$ cat config.mk
export PLATFORM = sky130hd
export DESIGN_NAME = adcc_core
export DESIGN_NICKNAME = d
export VERILOG_FILES = /design/src/adcc_pkg.sv /design/src/adcc_core.sv
export SDC_FILE = /design/constraint.sdc
export NUM_CORES = 1
export LEC_CHECK = 0
export ABC_AREA = 1
export BUFFER_PORTS_ARGS = -buffer_cell sky130_fd_sc_hd__buf_2
export CAP_MARGIN = 20
export CORE_AREA = 3 3 78 80
export DETAILED_ROUTE_END_ITERATION = 7
export DIE_AREA = 0 0 81 83
export PLACE_DENSITY_LB_ADDON = 0.05
export SLEW_MARGIN = 20
export SYNTH_ARGS = -nofsm -noshare
export SYNTH_HDL_FRONTEND = slang
export SYNTH_SLANG_ARGS = --single-unit
$ cat constraint.sdc
create_clock -name ref_clk -period 3.43 [get_ports ref_clk]
set_input_delay 0.1715 -clock ref_clk [delete_from_list [all_inputs] [get_ports ref_clk]]
set_output_delay 0.1715 -clock ref_clk [all_outputs]
set_load 0.01 [all_outputs]
$ cat src/adcc_pkg.sv
// Package for the conversion control block: register map, fields, timing
package adcc_pkg;

  // ==========================================================================
  // Register indices (byte offsets are index values on the plain port)
  localparam logic [1:0] ADDR_MODE = 2'h0;
  localparam logic [1:0] ADDR_RESULT = 2'h1;
  localparam logic [1:0] ADDR_START = 2'h2;
  localparam logic [1:0] ADDR_IRQ = 2'h3;

  // ==========================================================================
  // Field positions and reset values
  localparam int MODE_SPEED_BIT = 7;
  localparam int MODE_TRIG_BIT = 6;
  localparam logic [7:0] MODE_RESET = 8'h30;
  localparam logic [7:0] MODE_FIXED_ONES = 8'h30;
  localparam logic [7:0] START_FIXED_ONES = 8'h7F;
  localparam int START_FLAG_BIT = 7;
  localparam int IRQ_REQ_BIT = 0;
  localparam int IRQ_EN_BIT = 1;

  // ==========================================================================
  // Conversion timing in system clock periods
  localparam logic [6:0] SLOW_CYCLES = 7'h3E;
  localparam logic [6:0] FAST_CYCLES = 7'h1F;
  localparam int RESULT_BITS = 8;

  // ==========================================================================
  // Types
  typedef enum logic [1:0] {
    ADCC_IDLE = 2'b01,
    ADCC_BUSY = 2'b10
  } adcc_state_type;

  typedef struct packed {
    logic [1:0] addr;
    logic [7:0] wdata;
    logic wr;
    logic rd;
  } adcc_bus_type;

  typedef struct packed {
    logic active;
    logic [2:0] input_idx;
  } adcc_chan_type;

endpackage

$ cat src/adcc_core.sv
// Conversion control for an eight-input, 8-bit successive-approximation converter
// ============================================================================
// Functional notes
// RULE_01: Result held in 8-bit register until next start
// RULE_02: Result readable anytime; undefined while converting
// RULE_03: Reset leaves result register untouched
// RULE_04: Mode register resets to 30 hex
// RULE_05: Bit 7 selects 62 or 31 clock conversion
// RULE_06: Software keeps conversion time at least 12.4us
// RULE_07: Bit 6 gates external trigger edges
// RULE_08: Trigger polarity from external edge-select bit
// RULE_09: Mode bits 5,4 read one, ignore writes
// RULE_10: Start bits 6..0 read one, ignore writes
// RULE_11: Channel decode: none, 0-3, 4-7, reserved
// RULE_12: Software stops conversion before changing mode
// RULE_13: Start by flag write or enabled edge
// RULE_14: Flag reads busy; writing zero stops conversion
// RULE_15: Completion loads result and clears flag together
// RULE_16: Done request set on flag falling at end
// RULE_17: Interrupt raised only when enable is set
// RULE_18: Successive approximation yields one 8-bit code
// RULE_19: Idle after completion until next start
// RULE_20: Software reads result only when flag clear
// RULE_21: Cycle counter times 62 or 31 cycles
// RULE_22: Stop writes neither result nor done request
// RULE_23: Trigger pin synchronised, edge from successive samples
`timescale 1ns/1ns
`default_nettype none

module adcc_core (
  // Clock and reset
  input wire logic ref_clk,
  input wire logic rst,
  // Register port
  input wire logic [1:0] reg_addr,
  input wire logic [7:0] reg_wdata,
  input wire logic reg_wr,
  input wire logic reg_rd,
  output logic [7:0] reg_rdata,
  // Trigger pin and its polarity (1 = rising, 0 = falling)
  input wire logic ext_trigger_pin,
  input wire logic trigger_edge_select,
  // Analog front end
  input wire logic compare_above,
  output logic [7:0] dac_code,
  output logic [2:0] input_select,
  output logic input_active,
  output logic sample_hold,
  // Interrupt
  output logic conversion_done_irq
);

  // ==========================================================================
  // Helpers
  function automatic adcc_pkg::adcc_chan_type decode_channel(input logic [3:0] ch);
    adcc_pkg::adcc_chan_type c;
    c.active = (ch[3:2] == 2'b01) || (ch[3:2] == 2'b10); // RULE_11
    c.input_idx = {ch[3], ch[1:0]}; // RULE_11
    return c;
  endfunction

  function automatic logic [6:0] period_of(input logic speed);
    return speed ? adcc_pkg::FAST_CYCLES : adcc_pkg::SLOW_CYCLES; // RULE_05
  endfunction

  adcc_pkg::adcc_bus_type bus;
  assign bus = '{addr: reg_addr, wdata: reg_wdata, wr: reg_wr, rd: reg_rd};

  // ==========================================================================
  // Registers
  logic speed_select_reg;
  logic ext_trigger_enable_reg;
  logic [3:0] channel_sel_reg;
  logic convert_flag_reg;
  logic [7:0] conversion_result_reg;
  logic conversion_done_request_reg;
  logic conversion_done_irq_enable_reg;
  adcc_pkg::adcc_state_type state_reg;
  logic [6:0] cycle_cnt_reg;
  logic [7:0] sar_reg;
  logic [7:0] trial_bit_reg;
  logic trig_sync1_reg;
  logic trig_sync2_reg;
  logic trig_prev_reg;

  logic wr_mode;
  logic wr_start;
  logic wr_irq;
  logic trig_edge;
  logic finish;
  logic start_now;
  logic stop_now;
  logic [6:0] period;
  logic [6:0] step_at;
  logic step_now;
  adcc_pkg::adcc_chan_type chan;

  assign wr_mode = bus.wr && (bus.addr == adcc_pkg::ADDR_MODE);
  assign wr_start = bus.wr && (bus.addr == adcc_pkg::ADDR_START);
  assign wr_irq = bus.wr && (bus.addr == adcc_pkg::ADDR_IRQ);
  assign period = period_of(speed_select_reg);
  // Approximation steps sit in the tail of the period so sampling gets the front;
  // the last step lands one cycle before finish so the result holds every bit
  assign step_at = period - 7'h09;
  assign step_now = (state_reg == adcc_pkg::ADCC_BUSY) && (cycle_cnt_reg >= step_at) &&
    (trial_bit_reg != 8'h00);
  assign chan = decode_channel(channel_sel_reg);

  // ==========================================================================
  // Trigger synchroniser and edge detect
  always_ff @(posedge ref_clk) begin
    if (rst) begin
      trig_sync1_reg <= 1'b0;
      trig_sync2_reg <= 1'b0;
      trig_prev_reg <= 1'b0;
    end else begin
      trig_sync1_reg <= ext_trigger_pin; // RULE_23
      trig_sync2_reg <= trig_sync1_reg; // RULE_23
      trig_prev_reg <= trig_sync2_reg; // RULE_23
    end
  end

  assign trig_edge = ext_trigger_enable_reg && // RULE_07
    (trigger_edge_select ? (trig_sync2_reg && !trig_prev_reg) // RULE_08
                         : (!trig_sync2_reg && trig_prev_reg)); // RULE_23

  assign stop_now = wr_start && !bus.wdata[adcc_pkg::START_FLAG_BIT]; // RULE_14
  assign start_now = !stop_now &&
    ((wr_start && bus.wdata[adcc_pkg::START_FLAG_BIT]) || trig_edge); // RULE_13
  assign finish = (state_reg == adcc_pkg::ADCC_BUSY) && !stop_now && !start_now &&
    (cycle_cnt_reg == period - 7'h01); // RULE_21

  // ==========================================================================
  // Mode register
  always_ff @(posedge ref_clk) begin
    if (rst) begin
      speed_select_reg <= adcc_pkg::MODE_RESET[adcc_pkg::MODE_SPEED_BIT]; // RULE_04
      ext_trigger_enable_reg <= adcc_pkg::MODE_RESET[adcc_pkg::MODE_TRIG_BIT]; // RULE_04
      channel_sel_reg <= adcc_pkg::MODE_RESET[3:0]; // RULE_04
    end else if (wr_mode) begin
      // Bits 5 and 4 have no storage, so writes there are dropped
      speed_select_reg <= bus.wdata[adcc_pkg::MODE_SPEED_BIT]; // RULE_05
      ext_trigger_enable_reg <= bus.wdata[adcc_pkg::MODE_TRIG_BIT]; // RULE_07
      channel_sel_reg <= bus.wdata[3:0]; // RULE_09
    end
  end

  // ==========================================================================
  // Start flag and sequencer
  always_ff @(posedge ref_clk) begin
    if (rst) begin
      state_reg <= adcc_pkg::ADCC_IDLE;
      convert_flag_reg <= 1'b0;
      cycle_cnt_reg <= 7'h00;
    end else begin
      if (start_now) begin
        // A fresh start restarts the timing even mid-conversion
        state_reg <= adcc_pkg::ADCC_BUSY; // RULE_13
        convert_flag_reg <= 1'b1; // RULE_13
        cycle_cnt_reg <= 7'h00;
      end else if (stop_now || finish) begin
        state_reg <= adcc_pkg::ADCC_IDLE; // RULE_19
        convert_flag_reg <= 1'b0; // RULE_15
        cycle_cnt_reg <= 7'h00;
      end else begin
        case (state_reg)
          adcc_pkg::ADCC_IDLE: cycle_cnt_reg <= 7'h00; // RULE_19
          adcc_pkg::ADCC_BUSY: cycle_cnt_reg <= cycle_cnt_reg + 7'h01; // RULE_21
          default: state_reg <= adcc_pkg::ADCC_IDLE;
        endcase
      end
    end
  end

  // ==========================================================================
  // Successive approximation and result
  // No reset on these: the result must survive reset unchanged
  always_ff @(posedge ref_clk) begin
    if (start_now) begin
      sar_reg <= 8'h00;
      trial_bit_reg <= 8'h80;
    end else if (step_now) begin
      if (compare_above) begin
        sar_reg <= sar_reg | trial_bit_reg; // RULE_18
      end
      trial_bit_reg <= trial_bit_reg >> 1; // RULE_18
    end
  end

  // Trial code kept equal to sar|trial so the comparator never sees a stale code
  always_ff @(posedge ref_clk) begin
    if (rst) begin
      dac_code <= 8'h00;
    end else if (start_now) begin
      dac_code <= 8'h80;
    end else if (step_now) begin
      dac_code <= (compare_above ? dac_code : (dac_code & ~trial_bit_reg)) |
        (trial_bit_reg >> 1); // RULE_18
    end
  end

  always_ff @(posedge ref_clk) begin
    if (finish) begin
      conversion_result_reg <= sar_reg; // RULE_01 RULE_15 RULE_03 RULE_22
    end
  end

  // ==========================================================================
  // Done request and interrupt
  always_ff @(posedge ref_clk) begin
    if (rst) begin
      conversion_done_request_reg <= 1'b0;
      conversion_done_irq_enable_reg <= 1'b0;
    end else begin
      if (wr_irq) begin
        conversion_done_irq_enable_reg <= bus.wdata[adcc_pkg::IRQ_EN_BIT];
      end
      // Set wins over a software clear in the same cycle
      if (finish) begin
        conversion_done_request_reg <= 1'b1; // RULE_16 RULE_22
      end else if (wr_irq && !bus.wdata[adcc_pkg::IRQ_REQ_BIT]) begin
        conversion_done_request_reg <= 1'b0;
      end
    end
  end

  always_ff @(posedge ref_clk) begin
    if (rst) begin
      conversion_done_irq <= 1'b0;
    end else begin
      conversion_done_irq <= conversion_done_request_reg &&
                             conversion_done_irq_enable_reg; // RULE_17
    end
  end

  // ==========================================================================
  // Analog front-end drive
  always_ff @(posedge ref_clk) begin
    if (rst) begin
      input_select <= 3'h0;
      input_active <= 1'b0;
      sample_hold <= 1'b0;
    end else begin
      input_select <= chan.input_idx; // RULE_11
      input_active <= chan.active; // RULE_11
      sample_hold <= (state_reg == adcc_pkg::ADCC_BUSY) && (cycle_cnt_reg < step_at);
    end
  end

  // ==========================================================================
  // Read data, valid in the cycle after the strobe
  always_ff @(posedge ref_clk) begin
    if (rst) begin
      reg_rdata <= 8'h00;
    end else if (bus.rd) begin
      case (bus.addr)
        adcc_pkg::ADDR_MODE: reg_rdata <= {speed_select_reg, ext_trigger_enable_reg,
          2'b00, channel_sel_reg} | adcc_pkg::MODE_FIXED_ONES; // RULE_09
        adcc_pkg::ADDR_RESULT: reg_rdata <= conversion_result_reg; // RULE_02
        adcc_pkg::ADDR_START: reg_rdata <= {convert_flag_reg, 7'h00} |
          adcc_pkg::START_FIXED_ONES; // RULE_10 RULE_14
        adcc_pkg::ADDR_IRQ: reg_rdata <= {6'h00, conversion_done_irq_enable_reg,
          conversion_done_request_reg};
        default: reg_rdata <= 8'h00;
      endcase
    end else begin
      reg_rdata <= 8'h00;
    end
  end

endmodule // adcc_core

`default_nettype wire

# After elaboration in Yosys (flattened, before gate mapping)
# Index checks and enable logic that the tools add are counted.
# totals
reg_bits	67
latch_bits	0
mem_bits_rw	0
rom_bits	0
word_cells	91
mem_count	0
# op_classes
add_sub_neg	3
multipliers	0
div_mod_pow	0
n_lt_le_gt_ge	2
eq_ne	9
shift	0
n_mux	14
n_bitwise	5
reduce_logical	37
# ops
cell	count
8-bit one-hot mux with 4 select lines	1
8-bit two-way mux	3
1-bit logical AND	17
7-bit one-hot mux with 2 select lines	1
8-bit AND	1
2-bit equality test, second input constant	4
8-bit inverter	1
8-bit by 7-bit bitwise OR with 8-bit output	1
8-bit bitwise OR	1
2-bit nonzero test	4
8-bit nonzero test	1
7-bit by 1-bit adder with 7-bit output, second input constant	1
7-bit equality test	1
7-bit greater-or-equal comparator	1
7-bit less-than comparator	1
6-bit by 1-bit subtractor with 7-bit output, second input constant	1
6-bit by 4-bit subtractor with 7-bit output, second input constant	1
2-bit by 1-bit equality test with 1-bit output, second input constant	3
1-bit zero test	6
2-bit two-way mux	3
6-bit two-way mux	1
2-bit OR reduction	3
1-bit two-way mux	5
1-bit logical OR	3
other kinds (5)	5

# Depth between registers and ports, before layout
# Gate-level depths: netlist of the first run.
# logic_depth
depth_word	12
ltp_mapped	12
ltp_nobuf	11

# Worst setup path after synthesis of the first run
# Ideal clock, no wire load.
# synth_timing
kind	reg-to-reg
startpoint	reg speed_select_reg
endpoint	reg conversion_result_reg[0], enable pin
arrival_ps	1357
path_slack_ps	1699
path_stages_with_launch	7
path_buffers	0
cell_sequence	dfxtp_1 > inv_1 > ha_1 > nand2_1 > nor2_1 > nand3_1 > nor2_1
# synth_via
elab_chain_cells	4
# synth_rtl
item	line	text
from (decl)	adcc_core.sv:71	logic speed_select_reg;
from (signal assigned)	adcc_core.sv:137	speed_select_reg <= adcc_pkg::MODE_RESET[adcc_pkg::MODE_SPEED_BIT];
from (signal assigned)	adcc_core.sv:142	speed_select_reg <= bus.wdata[adcc_pkg::MODE_SPEED_BIT];
6-bit two-way mux	adcc_core.sv:63	return speed ? adcc_pkg::FAST_CYCLES : adcc_pkg::SLOW_CYCLES;
6-bit by 1-bit subtractor with 7-bit output	adcc_core.sv:131	(cycle_cnt_reg == period - 7'h01);
7-bit equality test	adcc_core.sv:131	
1-bit logical AND	adcc_core.sv:130	assign finish = (state_reg == adcc_pkg::ADCC_BUSY) && !stop_now && !start_now &&
via finish	adcc_core.sv:90	logic finish;
to (signal assigned)	adcc_core.sv:204	conversion_result_reg <= sar_reg;
to (decl)	adcc_core.sv:75	logic [7:0] conversion_result_reg;
# The timed path passes the listed nets, and every way through them passes these cells.
# A chain may end at the register's enable or synchronous reset.

# Worst setup path in the final report of the first run
# layout_timing
startpoint	reg speed_select_reg
endpoint	reg conversion_result_reg[3], enable pin
# Same word-level chain as after synthesis.

==> impl_results.md, run 1 <==
* Worst reg-to-reg setup slack at 1400 ps
* Worst-Margin Slew at 736 ps
* Die Y at 83 um
* # H-tree levels at 3
* FF-to-FF End: conversion_result_reg[3]
* I/O Buffers at 36
* WHS Path Cells at 3
* Hold endpoint: trig_sync1_reg
* Worst Hold Launch: ext_trigger_pin
* RSZ-0062 raised after global routing: false
* Max Cap Viol at 0
* Sequential area share after synthesis at 53.1%
* HP Class: input pin to flip-flop
* Die area at 0.00672 mm^2
* Clock Sinks at 67
* Share of cells above drive strength 1 at 16.8%
* Drt first pass iters at 4
* Critical Path RT at 3410 ps
* Final number of max-transition violations at 0
* Grt ovf at 0
* PwrDens at 529 mW/mm^2
* Most frequent cells in the layout: 70 x nand2_1, 59 x dfxtp_1, 48 x inv_1
* Hold buffer count at CTS at 0
* Final nets at 398
* Post-DP HPWL at 3760 um
* DIE WIDTH at 81 um
* Worst Clk Skew at 8.08 ps
* Synthesized Nets at 356
* Synth unique cells at 28
* Pin count of the biggest net entering global routing at 17
* Most common cell after layout, fill and taps aside: nand2_1
* Vias in the first global route at 2,007
* Post-route minimum period at 2030 ps
* Syn Area/Cell at 8.02 um^2
* Clk_lat worst skew at 340 ps
* Starting DRT DRC Count at 122
* Vias per inst at 4.89
* Crit end category: flip-flop
* TritonCTS Buffers at 9
* Peak VDD IR at 265 uV
* Area grow syn2layout at 17.4%
* Syn. warnings at 0
* Global placement routability congestion at 0.805
* Antenna Nets Post-Route at 0
* Status: completed
* Vias at 2,217
* Max Root-Sink Buffers at 2
* P_leak at 0.00138 uW
* Tot GR Track Use at 16.8%
* R2r startpoint: speed_select_reg
* WS Path Type: flip-flop to flip-flop
* Max_slew headroom at 50.8%
* Fin util at 57.5%
* Clock transition at path regs at 80 ps
* Final hold viol count at 0
* Final setup violation count at 0
* Initial Util at 48.9%
* # diodes at 0
* Core area at 0.00547 mm^2
* Setup crit start kind: flip-flop
* Root buf cell: clkbuf_8
* Fmax at 493 MHz
* Overall routed net length at 5240 um
* DRC viols at 0
* Post-Layout Inst Area at 0.00315 mm^2
* Fin crit share at 59.2%
* Post-CTS Setup Repair Bufs at 0
* Critical Path Fanout Max at 9
* Wirelength per Cell at 11.6 um
* CTS resizes at 0
* Initial antenna violation count at 0
* Yosys reg bits at 67
* Ports at 39
* CTS tree: done
* Cell Area, Synth at 0.00268 mm^2
* Cell count after synthesis at 334
* Critical path arrival at 2010 ps
* R2R cell count at 6
* Area after DPL at 0.00291 mm^2
* First-pass GRT wire length at 8820 um
* Final setup TNS at 0 ps
* Rows at 27
power breakdown:
part           total, uW  switching [uW]  internal (uW)
logic                101            69.1           31.9
registers            812            5.67            807
clock network        751             327            424
total               1660             402           1260
metrics by stage:
stage               std cells  hold slack (ps)  power [uW]  worst slack [ps]
finish                    453             46.3        1660              1400
CTS                       453             30.4        1690              1360
floorplan                 334              251         897              1700
detailed placement        437              396         933              1370
global placement          437              378         932              1410
global route              453             33.4        1740              1230
logic make-up (layout without fill, tap and decap cells):
logic type               count (synthesis)  count (layout)  synth area share (%)
AND/OR/NAND/NOR                        130             130                  20.8
AO/OA/AOI/OAI                           75              75                  15.2
flip-flops                              67              67                  53.1
buffers and inverters                   57             104                  8.59
adder cells (fa/ha/maj)                  5               5                  2.34
critical path: stages (launching register included):
cell,delay [ps]
dfxtp_1,370
inv_1,100
ha_1,300
nand2_1,70
nor2_1,140
nand3_1,100
nor2_1,590
cell usage after synthesis:
library cell,count,area [um^2]
nor2_2,2,12.5
a21boi_0,1,7.51
o2bb2ai_1,2,17.5
or2_0,1,6.26
nor2_4,2,22.5
buf_2,1,5.00
nand3_1,13,65.1
nand2_4,1,11.3
o211ai_1,1,7.51
nor3_1,4,20.0
inv_2,4,15.0
nand2_1,70,263
o21ai_2,1,8.76
nand4_1,4,25.0
o21ai_0,22,110
nand3_2,1,10.0
nand2_2,1,6.26
ha_1,5,62.6
buf_6,2,22.5
a21oi_1,42,210
a211oi_1,3,22.5
clkbuf_1,2,7.51
a21o_1,2,15.0
nor2_1,31,116
o21bai_1,1,7.51
dfxtp_1,59,1180
edfxtp_1,8,240
inv_1,48,180
worst max-delay path by stage:
stage,start,end,slack [ps],cells past startpoint
floorplan,speed_select_reg,conversion_result_reg[0],1700,6
global placement,speed_select_reg,conversion_result_reg[4],1410,6
detailed placement,speed_select_reg,conversion_result_reg[5],1370,6
CTS,speed_select_reg,conversion_result_reg[3],1360,6
global route,speed_select_reg,conversion_result_reg[3],1230,6
finish,speed_select_reg,conversion_result_reg[3],1400,6
layout make-up:
type | count | area [um^2]
well taps | 72 | 90.1
multi-input cells | 210 | 1030
inverters | 52 | 195
flip-flops and latches | 67 | 1420
clock inverters | 7 | 108
fillers | 528 | 2330
repair buffers | 36 | 180
clock buffers | 9 | 124
metal layers:
| layer | vias up | GRT usage (%) | part of all wire [%] |
|---|---|---|---|
| met5 | - | 0 | 0 |
| met4 | 0 | 8.29 | 2.1 |
| met3 | 10 | 3.90 | 4.2 |
| met2 | 43 | 26.5 | 47 |
| met1 | 1005 | 21.2 | 47 |
| li1 | 1159 | - | - |
Power figures use the tool's default switching activity.
==> inputs of run 2 (changes only) <==
--- a/config.mk
+++ b/config.mk
@@ -5,12 +5,12 @@
 export SDC_FILE = /design/constraint.sdc
 export NUM_CORES = 1
 export LEC_CHECK = 0
-export ABC_AREA = 1
+export ABC_AREA = 0
 export BUFFER_PORTS_ARGS = -buffer_cell sky130_fd_sc_hd__buf_2
 export CAP_MARGIN = 20
-export CORE_AREA = 3 3 78 80
+export CORE_AREA = 3 3 79 81
 export DETAILED_ROUTE_END_ITERATION = 7
-export DIE_AREA = 0 0 81 83
+export DIE_AREA = 0 0 82 84
 export PLACE_DENSITY_LB_ADDON = 0.05
 export SLEW_MARGIN = 20
 export SYNTH_ARGS = -nofsm -noshare
==> constraint.sdc (replaced) <==
create_clock -name ref_clk -period 1.9 [get_ports ref_clk]
set_input_delay 0.095 -clock ref_clk [delete_from_list [all_inputs] [get_ports ref_clk]]
set_output_delay 0.095 -clock ref_clk [all_outputs]
set_load 0.01 [all_outputs]
==> run 2 against run 1 <==
Fmax grew 10%. Sequential share of layout area is 3.5 points lower. Area after synthesis is 2.6% higher. Global-route usage is 1.6 points higher. Combinational power grew 63%. Core utilization up 4.2 points. Count of clock-buffer cells in the layout up 1. Hold slack lost 8.3 ps. Critical endpoint is now trial_bit_reg[0]. Largest cell class unchanged. Highest routed layer unchanged.
==> impl_results.md, run 2 <==
* Clock transition at path regs at 70 ps
* Fin crit share at 96.8%
* Critical path arrival at 2070 ps
* Yosys reg bits at 67
* I/O Buffers at 36
* Wirelength per Cell at 14.3 um
* Post-Layout Inst Area at 0.00341 mm^2
* Setup crit start kind: flip-flop
* FFs w/ async S/R, synth at 0%
* Hold endpoint: speed_select_reg
* TritonCTS Buffers at 9
* Area grow syn2layout at 24.2%
* Top cell type's share of synthesized area at 43.0%
* Initial antenna violation count at 0
* Final setup violation count at 0
* Final nets at 354
* Top post-synthesis cells by count: 59 x dfxtp_1, 32 x nor2_1, 24 x nand3_1
* Clk_lat worst skew at 350 ps
* PwrDens at 854 mW/mm^2
* Worst-Margin Slew at 559 ps
* Crit end category: flip-flop
* Final hold slack at 38.0 ps
* First-pass GRT wire length at 9740 um
* Final number of max-transition violations at 0
* Overall routed net length at 5840 um
* DIE WIDTH at 82 um
* Worst Hold Launch: reg_wdata[7]
* Starting DRT DRC Count at 96
* Antenna Nets Post-Route at 0
* Synth Area in XOR/XNOR at 2.23%
* Post-Layout Cell Count at 409
* FF-to-FF End: trial_bit_reg[0]
* Post-route minimum period at 1840 ps
* WHS Path Cells at 3
* Synthesized Nets at 301
* CTS tree: done
* # diodes at 0
* Largest cells by area after synthesis: dfxtp_1 43%, edfxtp_1 8.7%, mux2i_1 5.1%
* Initial Util at 49.6%
* Synth unique cells at 43
* Placed insts at 386
* Root buf cell: clkbuf_8
* Rows at 27
* Total power at 2920 uW
* Core area at 0.00554 mm^2
* Max Root-Sink Buffers at 2
* Final hold viol count at 0
* Global placement routability congestion at 0.754
* Max Cap Viol at 0
* Synth Area in Compound Gates at 11.7%
* Pin count of the biggest net entering global routing at 33
* HP Class: input pin to flip-flop
* Drt first pass iters at 5
* Grt ovf at 0
* R2R cell count at 6
* Die Y at 84 um
* Area after DPL at 0.00310 mm^2
* Tot GR Track Use at 18.4%
* Number of flops mapped to enable cells by yosys at 8
* Peak VDD IR at 487 uV
* Vias per inst at 5.32
* Status: completed
* Clock Sinks at 67
* Die area at 0.00689 mm^2
* Max_slew headroom at 62.7%
* Fin util at 61.6%
* Cell count after synthesis at 279
* DRC viols at 0
* P_leak at 0.00140 uW
* Reg area at 0.00142 mm^2
* Cell Area, Synth at 0.00275 mm^2
* Sequential area share after synthesis at 51.7%
* # H-tree levels at 3
* Critical Path RT at 2130 ps
* Syn Area/Cell at 9.85 um^2
* Post-DP HPWL at 3910 um
* R2r startpoint: speed_select_reg
* Adder-cell share of the synthesized area at 2.28%
* Main combinational cell family by area after synthesis: simple AND/OR/NAND/NOR gates
* Worst Clk Skew at 6.21 ps
* Vias at 2,177
* Syn. warnings at 0
* Vias in the first global route at 2,072
* Fmax at 544 MHz
* WS Path Type: flip-flop to flip-flop
* Most frequent cells in the layout: 57 x dfxtp_1, 36 x buf_2, 32 x nor2_1
* Post-synth top flop: dfxtp_1
* Worst reg-to-reg setup slack at 60 ps
* Post-Synth Simple-Gate Area at 22.7%
* Ports at 39
* Share of cells above drive strength 1 at 24.0%
* Multi-input logic area at 0.00125 mm^2
* Fill cell count at 486
* Leading area contributor after synthesis: dfxtp_1
* Most common cell after layout, fill and taps aside: dfxtp_1
* Critical Path Fanout Max at 15
* Most common cell in the netlist: dfxtp_1
* Mux cell area share after synthesis at 5.10%
==> run 2: final cells by class <==
| class | instances | area share (%) |
|---|---|---|
| clock buffers | 10 | 3.74 |
| multi-input cells | 187 | 36.7 |
| flip-flops and latches | 67 | 41.7 |
| well taps | 72 | 2.64 |
| repair buffers | 61 | 11.9 |
| clock inverters | 6 | 2.64 |
| inverters | 6 | 0.660 |
==> run 2: stage by stage <==
step | setup WS (ps) | TNS, ps
floorplan | 5.40 | 0
global route | -16.4 | -64.6
detailed placement | 36.7 | 0
global placement | 42.4 | 0
CTS | 12.8 | 0
finish | 60.2 | 0
==> run 2: what timing repair did <==
item,4_1_cts,5_1_grt
endpoints found under the hold margin,7,0
hold buffers,6,0
buffers inserted,0,1
gates resized for setup,0,6
setup endpoints to repair,0,31
==> run 2: how the worst max path moves through the flow <==
stage | startpoint | end | slack [ps]
finish | speed_select_reg | trial_bit_reg[0] | 60
floorplan | speed_select_reg | trial_bit_reg[2] | 5
detailed placement | speed_select_reg | trial_bit_reg[1] | 40
CTS | speed_select_reg | sar_reg[6] | 10
global placement | speed_select_reg | trial_bit_reg[4] | 40
global route | speed_select_reg | sar_reg[2] | -20
==> run 2: metal layers <==
metal	part of all wire, %	track usage, %	wire length (um)
met2	44	27.0	2550
met4	1.7	7.40	97
met1	50	24.8	2930
met5	0	0	0
met3	4.6	5.72	268
==> run 2: power breakdown <==
group          switching, uW  total [uW]  internal, uW  leakage, uW
clock network            549        1290           741     0.000106
registers               11.3        1460          1450     0.000539
logic                   90.0         165          75.3     0.000753
total                    651        2920          2270      0.00140
==> run 2: cell families after synthesis <==
logic type | Yosys count
AND/OR/NAND/NOR | 115
flip-flops | 67
AO/OA/AOI/OAI | 46
buffers and inverters | 25
multiplexers | 14
XOR/XNOR | 7
adder cells (fa/ha/maj) | 5
==> run 2: critical path, stage by stage, from the launching register on <==
cell,delay [ps]
dfxtp_2,350
ha_4,270
nand4b_1,150
or3_4,420
a31o_4,270
buf_12,150
mux2i_1,120
==> inputs of run 3 (changes only) <==
--- a/config.mk
+++ b/config.mk
@@ -5,12 +5,12 @@
 export SDC_FILE = /design/constraint.sdc
 export NUM_CORES = 1
 export LEC_CHECK = 0
-export ABC_AREA = 0
+export ABC_AREA = 1
 export BUFFER_PORTS_ARGS = -buffer_cell sky130_fd_sc_hd__buf_2
 export CAP_MARGIN = 20
-export CORE_AREA = 3 3 79 81
+export CORE_AREA = 3 3 78 80
 export DETAILED_ROUTE_END_ITERATION = 7
-export DIE_AREA = 0 0 82 84
+export DIE_AREA = 0 0 81 83
 export PLACE_DENSITY_LB_ADDON = 0.05
 export SLEW_MARGIN = 20
 export SYNTH_ARGS = -nofsm -noshare
==> run 3 against run 2 <==
Register-to-register slack improved by 110 ps. Sequential share of layout area increased by 3.5 points. Cell area shrank 8.0%. Clock skew rose by 0.99 ps. Clock power decreased by 12%. Critical path type unchanged. Critical endpoint is now trial_bit_reg[2]. Largest cell class unchanged. Highest routed layer unchanged.
==> impl_results.md, run 3 (same netlist as run 1, synthesis figures left out) <==
* Tot GR Track Use at 17.0%
* Die Y at 83 um
* Clk_lat worst skew at 330 ps
* HP Class: input pin to flip-flop
* Switching power total at 660 uW
* Post-DP HPWL at 3810 um
* Setup crit start kind: flip-flop
* Root buf cell: clkbuf_8
* Worst-Margin Slew at 392 ps
* Critical Path Fanout Max at 9
* Metal3 WL at 207 um
* Antenna Nets Post-Route at 0
* Status: completed
* Core area at 0.00547 mm^2
* Initial Util at 48.9%
* Fmax at 577 MHz
* Critical path arrival at 1990 ps
* Ports at 39
* Post-CTS Setup Repair Bufs at 0
* DIE WIDTH at 81 um
* Most frequent cells in the layout: 70 x nand2_1, 59 x dfxtp_1, 48 x inv_1
* Post-Layout Inst Area at 0.00314 mm^2
* Crit end category: flip-flop
* Final hold viol count at 0
* Peak VDD IR at 413 uV
* Combinational share of power at 6.6%
* WHS Path Cells at 3
* Overall routed net length at 5170 um
* Switching portion of total power at 23.8%
* # diodes at 0
* RSZ-0062 raised after global routing: false
* Share of cells above drive strength 1 at 16.9%
* Sequential power share at 52.8%
* I/O Buffers at 36
* Area grow syn2layout at 17.3%
* Die area at 0.00672 mm^2
* Worst Clk Skew at 7.19 ps
* Final setup violation count at 0
* # H-tree levels at 3
* P_leak at 0.00138 uW
* Max_slew headroom at 73.8%
* Area after DPL at 0.00294 mm^2
* R2R cell count at 9
* Final number of max-transition violations at 0
* Starting DRT DRC Count at 60
* Final nets at 402
* Clock power frac at 40.6%
* Total power at 2780 uW
* Most common cell after layout, fill and taps aside: nand2_1
* Vias at 2,198
* Vias in the first global route at 2,052
* Rows at 27
* CTS tree: done
* Post-route minimum period at 1730 ps
* TritonCTS Buffers at 9
* Global placement routability congestion at 0.791
* DRC viols at 0
* Clock Sinks at 67
* Max Root-Sink Buffers at 2
* Critical Path RT at 2160 ps
* First-pass GRT wire length at 8920 um
* Grt ovf at 0
* DR top layer: met4
* Fin crit share at 91.2%
* Pin count of the biggest net entering global routing at 17
* Vias per inst at 4.81
* WS Path Type: flip-flop to flip-flop
* PwrDens at 884 mW/mm^2
* Wl on met1 at 2470 um
* Worst reg-to-reg setup slack at 170 ps
* Cell Int Power at 2120 uW
* Detailed route wirelength on metal2 at 2400 um
* Clock transition at path regs at 70 ps
* Drt first pass iters at 4
* Final setup TNS at 0 ps
* Max Cap Viol at 0
* Initial antenna violation count at 0
* Wirelength per Cell at 11.3 um
## run 3: cell count changes in the layout (fill, tap and decap cells not counted), sizes merged, moves of 6 or more
cell,delta
nand2,+62
o21ai,+21
mux2i,-14
a31oi,-8
o22ai,-7
inv,+46
nand3,-10
nand3b,-7
buf,-16
nor2b,-11
o2bb2ai,-6
a21oi,+34
## run 3: per-stage QoR
step,setup WS [ps],std cells,utilization [%],hold WS [ps]
6_report,167,457,57.4,31.3
5_1_grt,3.46,457,57.4,17.4
4_1_cts,134,457,57.4,8.43
3_5_place_dp,150,440,53.7,305
3_3_place_gp,178,440,53.7,301
2_1_floorplan,169,334,-,174
## run 3: layer usage
layer / up-vias / GRT usage [%]
met4: 0 / 7.83
li1: 1168 / -
met5: - / 0
met2: 36 / 26.6
met3: 7 / 4.77
met1: 987 / 21.5
## run 3: final cells by class
| class | count | area, um^2 |
|---|---|---|
| multi-input cells | 210 | 1030 |
| clock inverters | 7 | 68.8 |
| flip-flops and latches | 67 | 1420 |
| repair buffers | 40 | 213 |
| inverters | 52 | 198 |
| well taps | 72 | 90.1 |
| clock buffers | 9 | 124 |
| fillers | 538 | 2330 |
## run 3: final timing paths
path                    start               end
max          cycle_cnt_reg[5]  trial_bit_reg[2]
min              reg_wdata[7]  speed_select_reg
max reg2reg  cycle_cnt_reg[5]  trial_bit_reg[2]
min reg2reg    trig_sync1_reg    trig_sync2_reg
## run 3: what timing repair did
action | CTS | global route
endpoints found under the setup margin | 0 | 2
gates resized for setup | 0 | 2
hold buffers | 1 | 0
endpoints found under the hold margin | 1 | 0
## run 3: power groups by stage
stage	sequential, uW	clock (uW)	combinational (uW)
floorplan	1510	0	114
global placement	1500	0	182
detailed placement	1500	0	183
CTS	1470	1170	185
global route	1470	1240	210
finish	1470	1130	183
## run 3: worst max-delay path, stage by stage, from the launching register on
cell     delay (ps)
dfxtp_1         390
ha_1            250
nand2_1         120
nor2_1           50
nor2_1          160
nand3_2         150
nand2_4         160
buf_4           180
nand2_1          50
a21oi_1         150
